`src/verilog/log_sense_pkg.sv`:
```
// Operation
// - Opcode 4Dh requests stored logs and state
// - Initiator keeps pointer-control bit clear
// - Parameters ascending from pointer, capped by allocation
// - Zero pointer returns every parameter of page
// - Save bit clear; nothing is ever saved
// - Page control must be 01b, cumulative only
// - Unsupported page code gives illegal request
// - Pages 00h, 30h, 31h, 32h are accepted
// - Pointer picks first parameter; stop at smaller limit
// - Pointer above largest code gives illegal request
// - Page zero needs pointer zero from initiator
// - Negative pointer is tolerated, not rejected
// - Allocation length caps; end when page exhausted
// - Page starts with four-byte header and length
// - Status, then completion message, then bus free
package log_sense_pkg;
    // ------------------------------------------------------------
    // Descriptor block
    // ------------------------------------------------------------
    localparam logic [7:0] OPCODE_LOG_SENSE = 8'h4D;
    localparam logic [3:0] CDB_LEN = 4'hA;
    localparam int PPC_BIT = 1;
    localparam int SP_BIT = 0;
    localparam logic [1:0] PAGE_CTRL_CUMULATIVE = 2'h1;
    // ------------------------------------------------------------
    // Pages and parameters
    // ------------------------------------------------------------
    localparam logic [5:0] PAGE_SUPPORTED = 6'h00;
    localparam logic [5:0] PAGE_STATISTICS = 6'h30;
    localparam logic [5:0] PAGE_STATE = 6'h31;
    localparam logic [5:0] PAGE_HISTORY = 6'h32;
    localparam logic [15:0] PAGE_HDR_BYTES = 16'h0004;
    localparam logic [15:0] SUPPORTED_PAGE_BYTES = 16'h0008;
    localparam logic [15:0] PARAM_COUNT = 16'h0004;
    localparam logic [7:0] PARAM_VALUE_LEN = 8'h02;
    localparam logic [15:0] PARAM_BYTES = 16'h0006;
    localparam int VALUE_BITS = 16;
    localparam int LOG_VALUES_BITS = 3 * 4 * VALUE_BITS;
    // ------------------------------------------------------------
    // Status, sense and message bytes
    // ------------------------------------------------------------
    localparam logic [7:0] STATUS_GOOD = 8'h00;
    localparam logic [7:0] STATUS_CHECK = 8'h02;
    localparam logic [7:0] MSG_COMMAND_COMPLETE = 8'h00;
    localparam logic [3:0] SENSE_NONE = 4'h0;
    localparam logic [3:0] SENSE_ILLEGAL_REQUEST = 4'h5;
    localparam logic [7:0] ASC_NONE = 8'h00;
    localparam logic [7:0] ASC_INVALID_OPCODE = 8'h20;
    localparam logic [7:0] ASC_INVALID_FIELD_CDB = 8'h24;
    // ------------------------------------------------------------
    // Link phases and buffering
    // ------------------------------------------------------------
    localparam logic [1:0] PHASE_DATA_IN = 2'h0;
    localparam logic [1:0] PHASE_STATUS = 2'h1;
    localparam logic [1:0] PHASE_MSG_IN = 2'h2;
    localparam int FIFO_WIDTH = 8;
    localparam int FIFO_DEPTH = 16;
endpackage : log_sense_pkg

```
`src/verilog/scsi_link_if.sv`:
```
`timescale 1ns/1ps
interface scsi_link_if;
    // Descriptor bytes, initiator to target
    logic cdb_valid;
    logic [7:0] cdb_data;
    logic cdb_ready;
    // Data-in, status and message bytes, target to initiator
    logic tgt_valid;
    logic [7:0] tgt_data;
    logic [1:0] tgt_phase;
    logic ini_ready;
    // Target holds the bus from first descriptor byte to bus free
    logic bus_busy;
    modport target (input cdb_valid, input cdb_data, output cdb_ready,
                    output tgt_valid, output tgt_data, output tgt_phase,
                    input ini_ready, output bus_busy);
    modport initiator (output cdb_valid, output cdb_data, input cdb_ready,
                       input tgt_valid, input tgt_data, input tgt_phase,
                       output ini_ready, input bus_busy);
endinterface : scsi_link_if

```
`src/verilog/log_sense_target.sv`:
```
`timescale 1ns/1ps
// ----------------------------------------------------------------
// Byte FIFO between page generator and data-in phase
// ----------------------------------------------------------------
module byte_fifo #(
    parameter int WIDTH = 8,
    parameter int DEPTH = 16
) (
    // Clock and reset
    input wire logic clk_in,
    input wire logic rst_in,
    // Fill side
    input wire logic in_valid_in,
    input wire logic [WIDTH-1:0] in_data_in,
    output logic in_ready_out,
    // Drain side
    output logic out_valid_out,
    output logic [WIDTH-1:0] out_data_out,
    input wire logic out_ready_in
);
    localparam int AW = $clog2(DEPTH);
    logic [WIDTH-1:0] mem [DEPTH];
    logic [AW:0] wr_ptr, rd_ptr;
    wire full = (wr_ptr[AW] != rd_ptr[AW]) && (wr_ptr[AW-1:0] == rd_ptr[AW-1:0]);
    wire empty = (wr_ptr == rd_ptr);
    wire push = in_valid_in && !full;
    wire pop = out_ready_in && !empty;

    assign in_ready_out = !full;
    assign out_valid_out = !empty;
    assign out_data_out = mem[rd_ptr[AW-1:0]];

    always_ff @(posedge clk_in) begin
        if (push) begin
            mem[wr_ptr[AW-1:0]] <= in_data_in;
        end
    end

    always_ff @(posedge clk_in) begin
        if (rst_in) begin
            wr_ptr <= '0;
            rd_ptr <= '0;
        end else begin
            if (push) begin
                wr_ptr <= wr_ptr + 1'b1;
            end
            if (pop) begin
                rd_ptr <= rd_ptr + 1'b1;
            end
        end
    end
endmodule : byte_fifo

// ----------------------------------------------------------------
// Target end: descriptor check and log page streaming
// ----------------------------------------------------------------
module log_sense_target (
    // Clock and reset
    input wire logic clk_in,
    input wire logic rst_in,
    // Link to initiator
    scsi_link_if.target link,
    // Page 30h..32h values, four per page, 16 bits
    input wire logic [log_sense_pkg::LOG_VALUES_BITS-1:0] log_values_in,
    // Sense of last command
    output logic [3:0] sense_key_out,
    output logic [7:0] asc_out,
    output logic busy_out
);
    typedef enum logic [5:0] {
        S_IDLE = 6'b000001,
        S_CHECK = 6'b000010,
        S_DATA = 6'b000100,
        S_STATUS = 6'b001000,
        S_MSG = 6'b010000,
        S_UNUSED = 6'b100000
    } state_type;

    state_type state, next_state;
    logic [7:0] cdb [10];
    logic [3:0] cdb_idx;
    logic [15:0] gen_idx, gen_limit;
    logic [7:0] status_byte;
    logic fifo_in_ready, fifo_out_valid;
    logic [7:0] fifo_out_data;

    // ------------------------------------------------------------
    // Page byte generator
    // ------------------------------------------------------------
    function automatic logic [7:0] page_byte(input logic [5:0] page, input logic [15:0] start,
                                             input logic [15:0] idx, input logic [15:0] plen,
                                             input logic [log_sense_pkg::LOG_VALUES_BITS-1:0] vals);
        logic [15:0] k, code, v;
        logic [2:0] off;
        logic [7:0] b;
        k = idx - log_sense_pkg::PAGE_HDR_BYTES;
        code = start + (k / log_sense_pkg::PARAM_BYTES);
        off = 3'(k % log_sense_pkg::PARAM_BYTES);
        v = vals[{page[1:0] - 2'h0, code[1:0]} * log_sense_pkg::VALUE_BITS +: log_sense_pkg::VALUE_BITS];
        if (idx == 16'h0000) begin
            b = {2'h0, page};
        end else if (idx == 16'h0001) begin
            b = 8'h00;
        end else if (idx == 16'h0002) begin
            b = plen[15:8];
        end else if (idx == 16'h0003) begin
            b = plen[7:0];
        end else if (page == log_sense_pkg::PAGE_SUPPORTED) begin
            case (idx[1:0])
                2'h0: b = {2'h0, log_sense_pkg::PAGE_SUPPORTED};
                2'h1: b = {2'h0, log_sense_pkg::PAGE_STATISTICS};
                2'h2: b = {2'h0, log_sense_pkg::PAGE_STATE};
                default: b = {2'h0, log_sense_pkg::PAGE_HISTORY};
            endcase
        end else begin
            // Parameters ascend from the pointer
            case (off)
                3'h0: b = code[15:8];
                3'h1: b = code[7:0];
                3'h2: b = 8'h00;
                3'h3: b = log_sense_pkg::PARAM_VALUE_LEN;
                3'h4: b = v[15:8];
                default: b = v[7:0];
            endcase
        end
        return b;
    endfunction : page_byte

    // ------------------------------------------------------------
    // Descriptor decode
    // ------------------------------------------------------------
    wire [5:0] page = cdb[2][5:0];
    wire [15:0] pointer = {cdb[5], cdb[6]};
    wire [15:0] alloc_len = {cdb[7], cdb[8]};
    wire bad_opcode = cdb[0] != log_sense_pkg::OPCODE_LOG_SENSE;
    wire bad_ctrl = cdb[1][log_sense_pkg::PPC_BIT] || cdb[1][log_sense_pkg::SP_BIT]
        || (cdb[2][7:6] != log_sense_pkg::PAGE_CTRL_CUMULATIVE);
    wire bad_reserved = (cdb[1][4:2] != 3'h0) || (cdb[3] != 8'h00) || (cdb[4] != 8'h00);
    wire page_ok = (page == log_sense_pkg::PAGE_SUPPORTED) || (page == log_sense_pkg::PAGE_STATISTICS)
        || (page == log_sense_pkg::PAGE_STATE) || (page == log_sense_pkg::PAGE_HISTORY);
    // Negative pointer starts at code zero
    wire ptr_negative = pointer[15];
    wire [15:0] start_code = ptr_negative ? 16'h0000 : pointer;
    wire [15:0] max_code = (page == log_sense_pkg::PAGE_SUPPORTED) ? 16'h0000 : log_sense_pkg::PARAM_COUNT - 16'h0001;
    wire ptr_bad = !ptr_negative && (pointer > max_code);
    wire bad_field = bad_ctrl || bad_reserved || !page_ok || ptr_bad;
    // Zero pointer covers the whole page
    wire [15:0] param_len = 16'((log_sense_pkg::PARAM_COUNT - start_code) * log_sense_pkg::PARAM_BYTES);
    wire [15:0] page_total = (page == log_sense_pkg::PAGE_SUPPORTED) ? log_sense_pkg::SUPPORTED_PAGE_BYTES
        : log_sense_pkg::PAGE_HDR_BYTES + param_len;
    wire [15:0] page_len_field = page_total - log_sense_pkg::PAGE_HDR_BYTES;
    wire [15:0] limit = (alloc_len < page_total) ? alloc_len : page_total;
    wire gen_more = gen_idx < gen_limit;
    wire fifo_in_valid = (state == S_DATA) && gen_more;
    wire [7:0] gen_byte = page_byte(page, start_code, gen_idx, page_len_field, log_values_in);
    wire cdb_take = link.cdb_valid && (state == S_IDLE);

    // ------------------------------------------------------------
    // Link outputs
    // ------------------------------------------------------------
    assign link.cdb_ready = (state == S_IDLE);
    assign link.tgt_valid = ((state == S_DATA) && fifo_out_valid) || (state == S_STATUS) || (state == S_MSG);
    assign link.tgt_phase = (state == S_STATUS) ? log_sense_pkg::PHASE_STATUS
        : (state == S_MSG) ? log_sense_pkg::PHASE_MSG_IN : log_sense_pkg::PHASE_DATA_IN;
    assign link.tgt_data = (state == S_DATA) ? fifo_out_data
        : (state == S_STATUS) ? status_byte : log_sense_pkg::MSG_COMMAND_COMPLETE;
    assign link.bus_busy = (state != S_IDLE) || (cdb_idx != 4'h0);
    assign busy_out = link.bus_busy;

    byte_fifo #(
        .WIDTH(log_sense_pkg::FIFO_WIDTH),
        .DEPTH(log_sense_pkg::FIFO_DEPTH)
    ) data_fifo (
        .clk_in(clk_in),
        .rst_in(rst_in),
        .in_valid_in(fifo_in_valid),
        .in_data_in(gen_byte),
        .in_ready_out(fifo_in_ready),
        .out_valid_out(fifo_out_valid),
        .out_data_out(fifo_out_data),
        .out_ready_in(link.ini_ready && (state == S_DATA))
    );

    // ------------------------------------------------------------
    // Sequencer
    // ------------------------------------------------------------
    always_comb begin
        next_state = state;
        case (state)
            S_IDLE: begin
                if (cdb_take && (cdb_idx == log_sense_pkg::CDB_LEN - 4'h1)) begin
                    next_state = S_CHECK;
                end
            end
            S_CHECK: begin
                next_state = (bad_opcode || bad_field || (limit == 16'h0000)) ? S_STATUS : S_DATA;
            end
            S_DATA: begin
                // Ends once the capped count has drained
                if (!gen_more && !fifo_out_valid) begin
                    next_state = S_STATUS;
                end
            end
            S_STATUS: begin
                if (link.ini_ready) begin
                    next_state = S_MSG;
                end
            end
            S_MSG: begin
                if (link.ini_ready) begin
                    next_state = S_IDLE;
                end
            end
            default: next_state = S_IDLE;
        endcase
    end

    always_ff @(posedge clk_in) begin
        if (rst_in) begin
            state <= S_IDLE;
            cdb_idx <= 4'h0;
        end else begin
            state <= next_state;
            if (cdb_take) begin
                cdb[cdb_idx] <= link.cdb_data;
                cdb_idx <= (cdb_idx == log_sense_pkg::CDB_LEN - 4'h1) ? 4'h0 : cdb_idx + 4'h1;
            end
        end
    end

    always_ff @(posedge clk_in) begin
        if (rst_in) begin
            gen_idx <= 16'h0000;
            gen_limit <= 16'h0000;
            status_byte <= log_sense_pkg::STATUS_GOOD;
            sense_key_out <= log_sense_pkg::SENSE_NONE;
            asc_out <= log_sense_pkg::ASC_NONE;
        end else if (state == S_CHECK) begin
            gen_idx <= 16'h0000;
            gen_limit <= limit;
            if (bad_opcode || bad_field) begin
                status_byte <= log_sense_pkg::STATUS_CHECK;
                sense_key_out <= log_sense_pkg::SENSE_ILLEGAL_REQUEST;
                asc_out <= bad_opcode ? log_sense_pkg::ASC_INVALID_OPCODE : log_sense_pkg::ASC_INVALID_FIELD_CDB;
            end else begin
                status_byte <= log_sense_pkg::STATUS_GOOD;
                sense_key_out <= log_sense_pkg::SENSE_NONE;
                asc_out <= log_sense_pkg::ASC_NONE;
            end
        end else if (fifo_in_valid && fifo_in_ready) begin
            gen_idx <= gen_idx + 16'h0001;
        end
    end
endmodule : log_sense_target

```
`src/flat_wrapper.sv`:
```
// flat-port wrapper written by rule: the top's interface ports become plain ports
module log_sense_target_flat 
  (clk_in, rst_in, log_values_in, sense_key_out, asc_out, busy_out, link_cdb_valid, link_cdb_data, link_cdb_ready, link_tgt_valid, link_tgt_data, link_tgt_phase, link_ini_ready, link_bus_busy);
  scsi_link_if link_i ();
  input wire logic clk_in;
  input wire logic rst_in;
  input wire logic [log_sense_pkg::LOG_VALUES_BITS-1:0] log_values_in;
  output logic [3:0] sense_key_out;
  output logic [7:0] asc_out;
  output logic busy_out;
  input wire logic [$bits(link_i.cdb_valid)-1:0] link_cdb_valid;
  input wire logic [$bits(link_i.cdb_data)-1:0] link_cdb_data;
  output wire logic [$bits(link_i.cdb_ready)-1:0] link_cdb_ready;
  output wire logic [$bits(link_i.tgt_valid)-1:0] link_tgt_valid;
  output wire logic [$bits(link_i.tgt_data)-1:0] link_tgt_data;
  output wire logic [$bits(link_i.tgt_phase)-1:0] link_tgt_phase;
  input wire logic [$bits(link_i.ini_ready)-1:0] link_ini_ready;
  output wire logic [$bits(link_i.bus_busy)-1:0] link_bus_busy;
  assign link_i.cdb_valid = link_cdb_valid;
  assign link_i.cdb_data = link_cdb_data;
  assign link_cdb_ready = link_i.cdb_ready;
  assign link_tgt_valid = link_i.tgt_valid;
  assign link_tgt_data = link_i.tgt_data;
  assign link_tgt_phase = link_i.tgt_phase;
  assign link_i.ini_ready = link_ini_ready;
  assign link_bus_busy = link_i.bus_busy;
  log_sense_target u_core (.clk_in(clk_in), .rst_in(rst_in), .link(link_i), .log_values_in(log_values_in), .sense_key_out(sense_key_out), .asc_out(asc_out), .busy_out(busy_out));
endmodule
```
`config.mk`:
```
export PLATFORM = sky130hd
export DESIGN_NAME = log_sense_target_flat
export DESIGN_NICKNAME = d
export VERILOG_FILES = /design/src/verilog/log_sense_pkg.sv /design/src/verilog/scsi_link_if.sv /design/src/verilog/log_sense_target.sv /design/src/flat_wrapper.sv
export SDC_FILE = /design/constraint.sdc
export NUM_CORES = 1
export LEC_CHECK = 0
export ABC_AREA = 0
export BUFFER_PORTS_ARGS = -buffer_cell sky130_fd_sc_hd__buf_2
export CAP_MARGIN = 10
export CORE_ASPECT_RATIO = 0.8
export CORE_MARGIN = 2
export CORE_UTILIZATION = 50
export CTS_BUF_LIST = sky130_fd_sc_hd__clkbuf_8
export DETAILED_ROUTE_END_ITERATION = 10
export HOLD_SLACK_MARGIN = 0.15
export PLACE_DENSITY = 0.71
export SYNTH_ARGS = -nofsm -noshare
export SYNTH_HDL_FRONTEND = slang
export SYNTH_HIERARCHICAL = 1
export SYNTH_SLANG_ARGS = --single-unit
```
`constraint.sdc`:
```
create_clock -name clk_in -period 9.4 [get_ports clk_in]
set_input_delay 1.41 -clock clk_in [delete_from_list [all_inputs] [get_ports clk_in]]
set_output_delay 1.41 -clock clk_in [all_outputs]
set_load 0.05 [all_outputs]
```
Yosys cells after proc, flatten, opt, wreduce, memory -nomap -nowiden

Memories as Yosys holds them, arrays and structs flattened. A register that Yosys moved wholly into a read port is not among the register bits.
Cells that the tools add are included.
W data, S select, Z words.

Bits in writable memories: 208
Memories kept: 2
Output and inout port bits: 26
Input port bits: 204
Flip-flop bits (word level): 72

Memories:

| name                 | depth | bits a word | rd ports | clocked after memory_dff | wr ports | line                   | text |
|---|---|---|---|---|---|---|---|
| u_core.data_fifo.mem | 16    | 8           | 1        | 1                        | 1        | log_sense_target.sv:22 | `logic [WIDTH-1:0] mem [DEPTH];` |
| u_core.cdb           | 10    | 8           | 9        | 0                        | 1        | log_sense_target.sv:80 | `logic [7:0] cdb [10];` |

$add $sub $neg: 9
$lt $le $gt $ge: 3
$mul: 1
Equal/unequal tests: 28
Divide/modulo/power cells: 2
Reduce and logical (&&, ||, !) cells: 41
Mux-type cells: 33
Shifts and indexed selects: 1

Operators by type and width:

| cell                    | count |
|---|---|
| $shiftx A192 B9 Y16     | 1 |
| $mux W8                 | 8 |
| $pmux W8 S5             | 1 |
| $eq A16 B2 Y1 const B   | 2 |
| $logic_not A16 Y1       | 2 |
| $lt A16 B16 Y1          | 2 |
| $mux W16                | 2 |
| $sub A16 B3 Y16 const B | 2 |
| $pmux W6 S5             | 1 |
| $mux W6                 | 4 |
| $eq A6 B6 Y1 const B    | 3 |
| $pmux W6 S3             | 1 |
| $add A16 B1 Y16 const B | 1 |
| $add A16 B16 Y16        | 1 |
| $add A3 B16 Y16 const A | 1 |
| $div A16 B3 Y16 const B | 1 |
| $eq A16 B1 Y1 const B   | 1 |
| $gt A16 B16 Y1          | 1 |
| $mod A16 B3 Y16 const B | 1 |
| $mul A16 B2 Y15 const B | 1 |
| $mux W4                 | 4 |
| $reduce_bool A8 Y1      | 2 |
| $sub A3 B16 Y16 const A | 1 |
| $logic_or A1 B1 Y1      | 15 |
| 33 further kinds        | 59 |

Logic depth before layout (Yosys ltp)

An unclocked memory read counts as a cell.

Depth after elaboration: 12
Mapped depth: 41

By module

Netlist, hierarchy kept.

Modules (own cells, without submodules):

| module           | area each (um2) | cells an instance | seq. area each (um2) | instances |
|---|---|---|---|---|
| log_sense_target | 11353.4         | 1285              | 2932.8               | 1 |
| byte_fifo        | 5821.8          | 282               | 4124.0               | 1 |

Least setup slack after synthesis

OpenSTA, ideal clock, no wires.

Path type: reg-to-reg
From: register u_core.gen_idx[2]
To: memory u_core.data_fifo.mem[0][4], data pin
Period minus slack after synthesis: 7.975 ns
Cell stages (with the launch flop): 37
Path slack: 1.425 ns
Arrival: 7.635 ns
Path through: dfxtp_1 -> buf_2 -> clkinv_1 -> ha_1 -> buf_2 -> xnor2_1 -> nand4_1 -> or3_1 -> a31oi_1 -> xnor2_1 -> nor3_1 -> a32o_1 -> a211oi_4 -> mux2_2 -> nand3_1 -> o22ai_1 -> a222oi_1 -> a221oi_4 -> inv_1 -> ha_1 -> inv_1 -> fa_1 -> nor2b_1 -> o21ai_0 -> a21boi_0 -> o21ai_0 -> a21boi_0 -> o21ai_0 -> a21oi_1 -> o21ai_0 -> a21boi_0 -> o21ai_0 -> nand2b_1 -> xnor2_1 -> o21ai_0 -> a22oi_1 -> o31ai_1

Word-level cells in the longest chain between the ends: 10
Elaborated cells between the ends (all ways): 20
Those cells by class: add/sub (2); div (2); eq/ne (7); shift (1); mux (6); reduce/logical (2)

RTL lines:

| element                | line                    | text |
|---|---|---|
| from (decl)            | log_sense_target.sv:82  | `logic [15:0] gen_idx, gen_limit;` |
| from (signal assigned) | log_sense_target.sv:251 | `gen_idx <= gen_idx + 16'h0001;` |
| $sub A16 B3 Y16        | log_sense_target.sv:96  | `k = idx - log_sense_pkg::PAGE_HDR_BYTES;` |
| $div A16 B3 Y16        | log_sense_target.sv:97  | `code = start + (k / log_sense_pkg::PARAM_BYTES);` |
| $add A16 B16 Y16       | log_sense_target.sv:97  |  |
| $shiftx A192 B9 Y16    | log_sense_target.sv:99  | `v = vals[{page[1:0] - 2'h0, code[1:0]} * log_sense_pkg::VALUE_BITS +: log_sense_pkg::VALUE_BITS];` |
| $pmux W8 S5            | log_sense_target.sv:117 | `case (off)` |
| $mux W8                | log_sense_target.sv:108 | `end else if (page == log_sense_pkg::PAGE_SUPPORTED) begin` |
| $mux W8                | log_sense_target.sv:106 | `end else if (idx == 16'h0003) begin` |
| $mux W8                | log_sense_target.sv:104 | `end else if (idx == 16'h0002) begin` |
| $mux W8                | log_sense_target.sv:102 | `end else if (idx == 16'h0001) begin` |
| $mux W8 (*)            | log_sense_target.sv:100 | `if (idx == 16'h0000) begin` |
| via u_core.gen_byte[4] | log_sense_target.sv:155 | `wire [7:0] gen_byte = page_byte(page, start_code, gen_idx, page_len_field, log_values_in);` |
| to (decl)              | log_sense_target.sv:22  |  |

Mark *: on every way through the listed nets, which the timed path passes. The rest lies on a longest branch.

Worst setup path after layout

From: register u_core.gen_idx[4]
To: memory u_core.data_fifo.mem[12][1], data pin

The elaborated chain is that of the path after synthesis.

==> flow_summary.json <==
{
  "diodes": 0,
  "syn_area_sq_um": 17200,
  "seq_area_frac_synth_pct": 41.1,
  "drt_iter0_markers": 1237,
  "nNetsFinal": 2055,
  "drv_slew": 0,
  "fin_crit_sh_pct": 92.0,
  "avgViaCountPerCell": 6.19,
  "synth-xor-area-share_pct": 4.98,
  "ys_ff_latch": 254,
  "whs_path_depth": 2,
  "drv_cap": 0,
  "skew_ns": 0.0323,
  "syn_inst": 1567,
  "muxShareOfSynthArea_pct": 14.5,
  "insertion_delay_ns": 0.57,
  "drc_errors": 0,
  "synth_cell_types": 103,
  "area_delta_synth_final_pct": 13.6,
  "cts_htree_levels": 2,
  "drtAntennaViolNets": 0,
  "synth_area_leaders": "edfxtp_1 34%, mux4_2 8.4%, dfxtp_1 6.6%, ha_1 5.5%, mux4_1 3.7%",
  "crit_arrival_ns": 8.82,
  "post-route-min-period_ns": 8.65,
  "setup_viol": 0,
  "antenna_found_initial": 1,
  "clk_pin_slew_worst_paths_ns": 0.08,
  "final_layout_size_suffix_gt1_share_pct": 24.0,
  "cpMostUsedCell": "a21oi_1",
  "hold_class": "reg -> reg",
  "cp_max_fo": 16,
  "dp_hpwl_mm": 36.2,
  "synth_fa_ha_area_share_pct": 5.70,
  "r2r_cells": 31,
  "grt_pass1_wl_mm": 73.3,
  "grt_max_degree": 50,
  "final_cells": 2239,
  "synthSimpleGateAreaFrac_pct": 15.1,
  "yosysTopAreaCell": "edfxtp_1",
  "peakVddDrop_mv": 0.174,
  "total_power_mw": 2.28,
  "timing.final.ws_setup_ns": 0.749,
  "crit_type": "reg -> reg",
  "wl_per_cell_um": 21.6,
  "dieArea_sq_um": 35900,
  "num_io_pins": 230,
  "coreArea_sq_um": 33700,
  "vias": 13900,
  "rows": 60,
  "whs_ns": 0.457,
  "yosysWarnings": 6,
  "cts_sinks": 254,
  "globalRouteOverflowTotal": 0,
  "hold_viol_final": 0,
  "run_status": "complete, no violations",
  "cts_tree": "yes",
  "slowest_stage": "o21ai_1",
  "synth_edf_count": 197,
  "die_w_um": 211,
  "root_buffer": "clkbuf_8",
  "powerDensity_nw_per_um2": 117,
  "synth_top_area_share_pct": 34.4,
  "synth_top_family_by_area": "simple AND/OR/NAND/NOR gates",
  "drt_wl_total_mm": 48.3,
  "numPlacedInstances": 2164,
  "cpPeakStageDelay_ns": 1.01,
  "synth_area_per_cell_sq_um": 11.0,
  "synth_compound_area_share_pct": 14.3,
  "track_usage_pct": 26.5,
  "startpoint_type": "register",
  "clockBufferDepth": 3,
  "dr.pass1.iters": 6,
  "start_util_pct": 51.0,
  "worstMarginPinSlew_ns": 1.25,
  "endpoint_kind": "register",
  "max-slew-margin-rel_pct": 15.8,
  "synth_ff_type": "edfxtp_1",
  "place_ws_ns": 0.212,
  "max_freq_mhz": 116,
  "p_leak_nw": 7.20,
  "grt_pass1_vias": 13100,
  "crit_required_ns": 9.57,
  "async_flop_share_pct": 0,
  "cts_buffers": 40,
  "dieHeight_um": 170,
  "io_buffers": 221,
  "place_congestion": 0.941
}
-- worst max-delay path, delay by kind of cell (launching register included) --
kind | cells | cell delay [ns]
buffers and inverters | 1 | 0.22
AO/OA/AOI/OAI | 16 | 4.09
AND/OR/NAND/NOR | 9 | 1.95
XOR/XNOR | 3 | 0.82
adder cells (fa/ha/maj) | 1 | 0.29
multiplexers | 1 | 0.43
flip-flops | 1 | 0.44
-- state kept, by name, summed over array words and instances (netlist names), named ones only --
signal and count:
u_core/gen_limit 16, u_core/cdb_idx 4, u_core/state 5, u_core/data_fifo/rd_ptr 5, u_core/sense_key_out 1, u_core/gen_idx 16, u_core/data_fifo/wr_ptr 5, u_core/cdb 69
u_core/asc_out 1, u_core/data_fifo/mem 128
-- where the power goes --
group	switching [mW]	internal, mW	total, mW
Sequential	0.00724	1.21	1.21
Clock	0.444	0.496	0.941
Combinational	0.0629	0.0595	0.122
-- final timing paths --
check / startpoint / endpoint / slack, ns
worst max-delay path: u_core/gen_idx[4] / u_core/data_fifo/mem[12][1] / 0.75
worst min-delay path: u_core/gen_limit[3] / u_core/gen_limit[3] / 0.46
worst max register to register: u_core/gen_idx[4] / u_core/data_fifo/mem[12][1] / 0.75
worst min register to register: u_core/gen_limit[3] / u_core/gen_limit[3] / 0.46
-- cells in the final DEF (no fill, tap or decap), types with 20 or more instances in the layout --
cell type,Yosys,layout
buf_2,11,221
nor3_1,29,29
mux2i_1,27,27
clkbuf_8,0,41
dfxtp_1,57,56
inv_1,72,78
nand2b_1,20,20
nand4_1,22,22
o21ai_0,73,73
and2_1,23,23
edfxtp_1,197,197
buf_4,14,24
a211oi_1,22,21
or3_1,23,23
nor2b_1,25,25
nand2_1,94,94
nand3_1,31,31
nor2_1,134,134
and3_1,26,26
mux4_1,24,24
a21oi_1,88,87
ha_1,75,73
mux4_2,64,64
xnor2_1,65,64
-- per-layer routing --
metal | share of wire (%) | GRT usage (%)
met1 | 43 | 37.3
met4 | 2.0 | 5.70
met3 | 8.3 | 4.26
met2 | 47 | 43.3
met5 | 0 | 0
-- metrics by stage --
stage / area (sq um) / utilization [%] / TNS [ns]
final: 19500 / 57.9 / 0
after global routing: 19500 / 57.9 / -0.0502
after CTS: 19400 / 57.5 / 0
after detailed placement: 18600 / 55.1 / 0
after global placement: 18600 / 55.1 / 0
after floorplan: 17200 / - / 0
-- final cells by class --
class,instances,area [sq um]
Fill cell,2833,14200
Inverter,73,274
Clock buffer,41,564
Sequential cell,254,7060
Timing Repair Buffer,247,1330
Clock inverter,32,231
Multi-Input combinational cell,1158,9510
Tap cell,434,543
-- cell families after synthesis --
| logic type | after synthesis |
|---|---|
| simple gates | 495 |
| buf+inv | 162 |
| flops | 254 |
| fa+ha+maj | 77 |
| xor+xnor | 91 |
| mux | 128 |
| compound gates | 359 |
| other cells | 1 |
-- what timing repair did --
action	in CTS	in global routing
hold buffers	0	0
setup endpoints to repair	0	112
setup buffers	0	2
endpoints found under the hold margin	0	0
resized for setup	0	11
-- synth_stat cells, types with 6 or more instances --
master and count:
nand4_1 22, clkbuf_1 46, nor3_1 29, buf_4 14, a22oi_1 12, o21a_1 7
and2_1 23, ha_1 75, a21o_1 17, o22ai_1 9, o211ai_1 13, o21ai_1 8
nand2b_1 20, a211o_1 6, dfxtp_1 57, o21bai_1 9, xor2_1 20, and3_1 26
a211oi_1 22, or3_1 23, a21oi_1 88, o21ai_0 73, xnor2_1 65, nor2_1 134
mux2_2 9, nand2_1 94, mux4_1 24, edfxtp_1 197, buf_2 11, a31oi_1 10
and4_1 8, inv_1 72, a21boi_0 6, buf_1 10, nand3_1 31, mux2i_1 27
or2_2 8, mux4_2 64, o31ai_1 12, nor2b_1 25, nor4_1 17
Note: power is estimated with default switching activity, not from simulation.
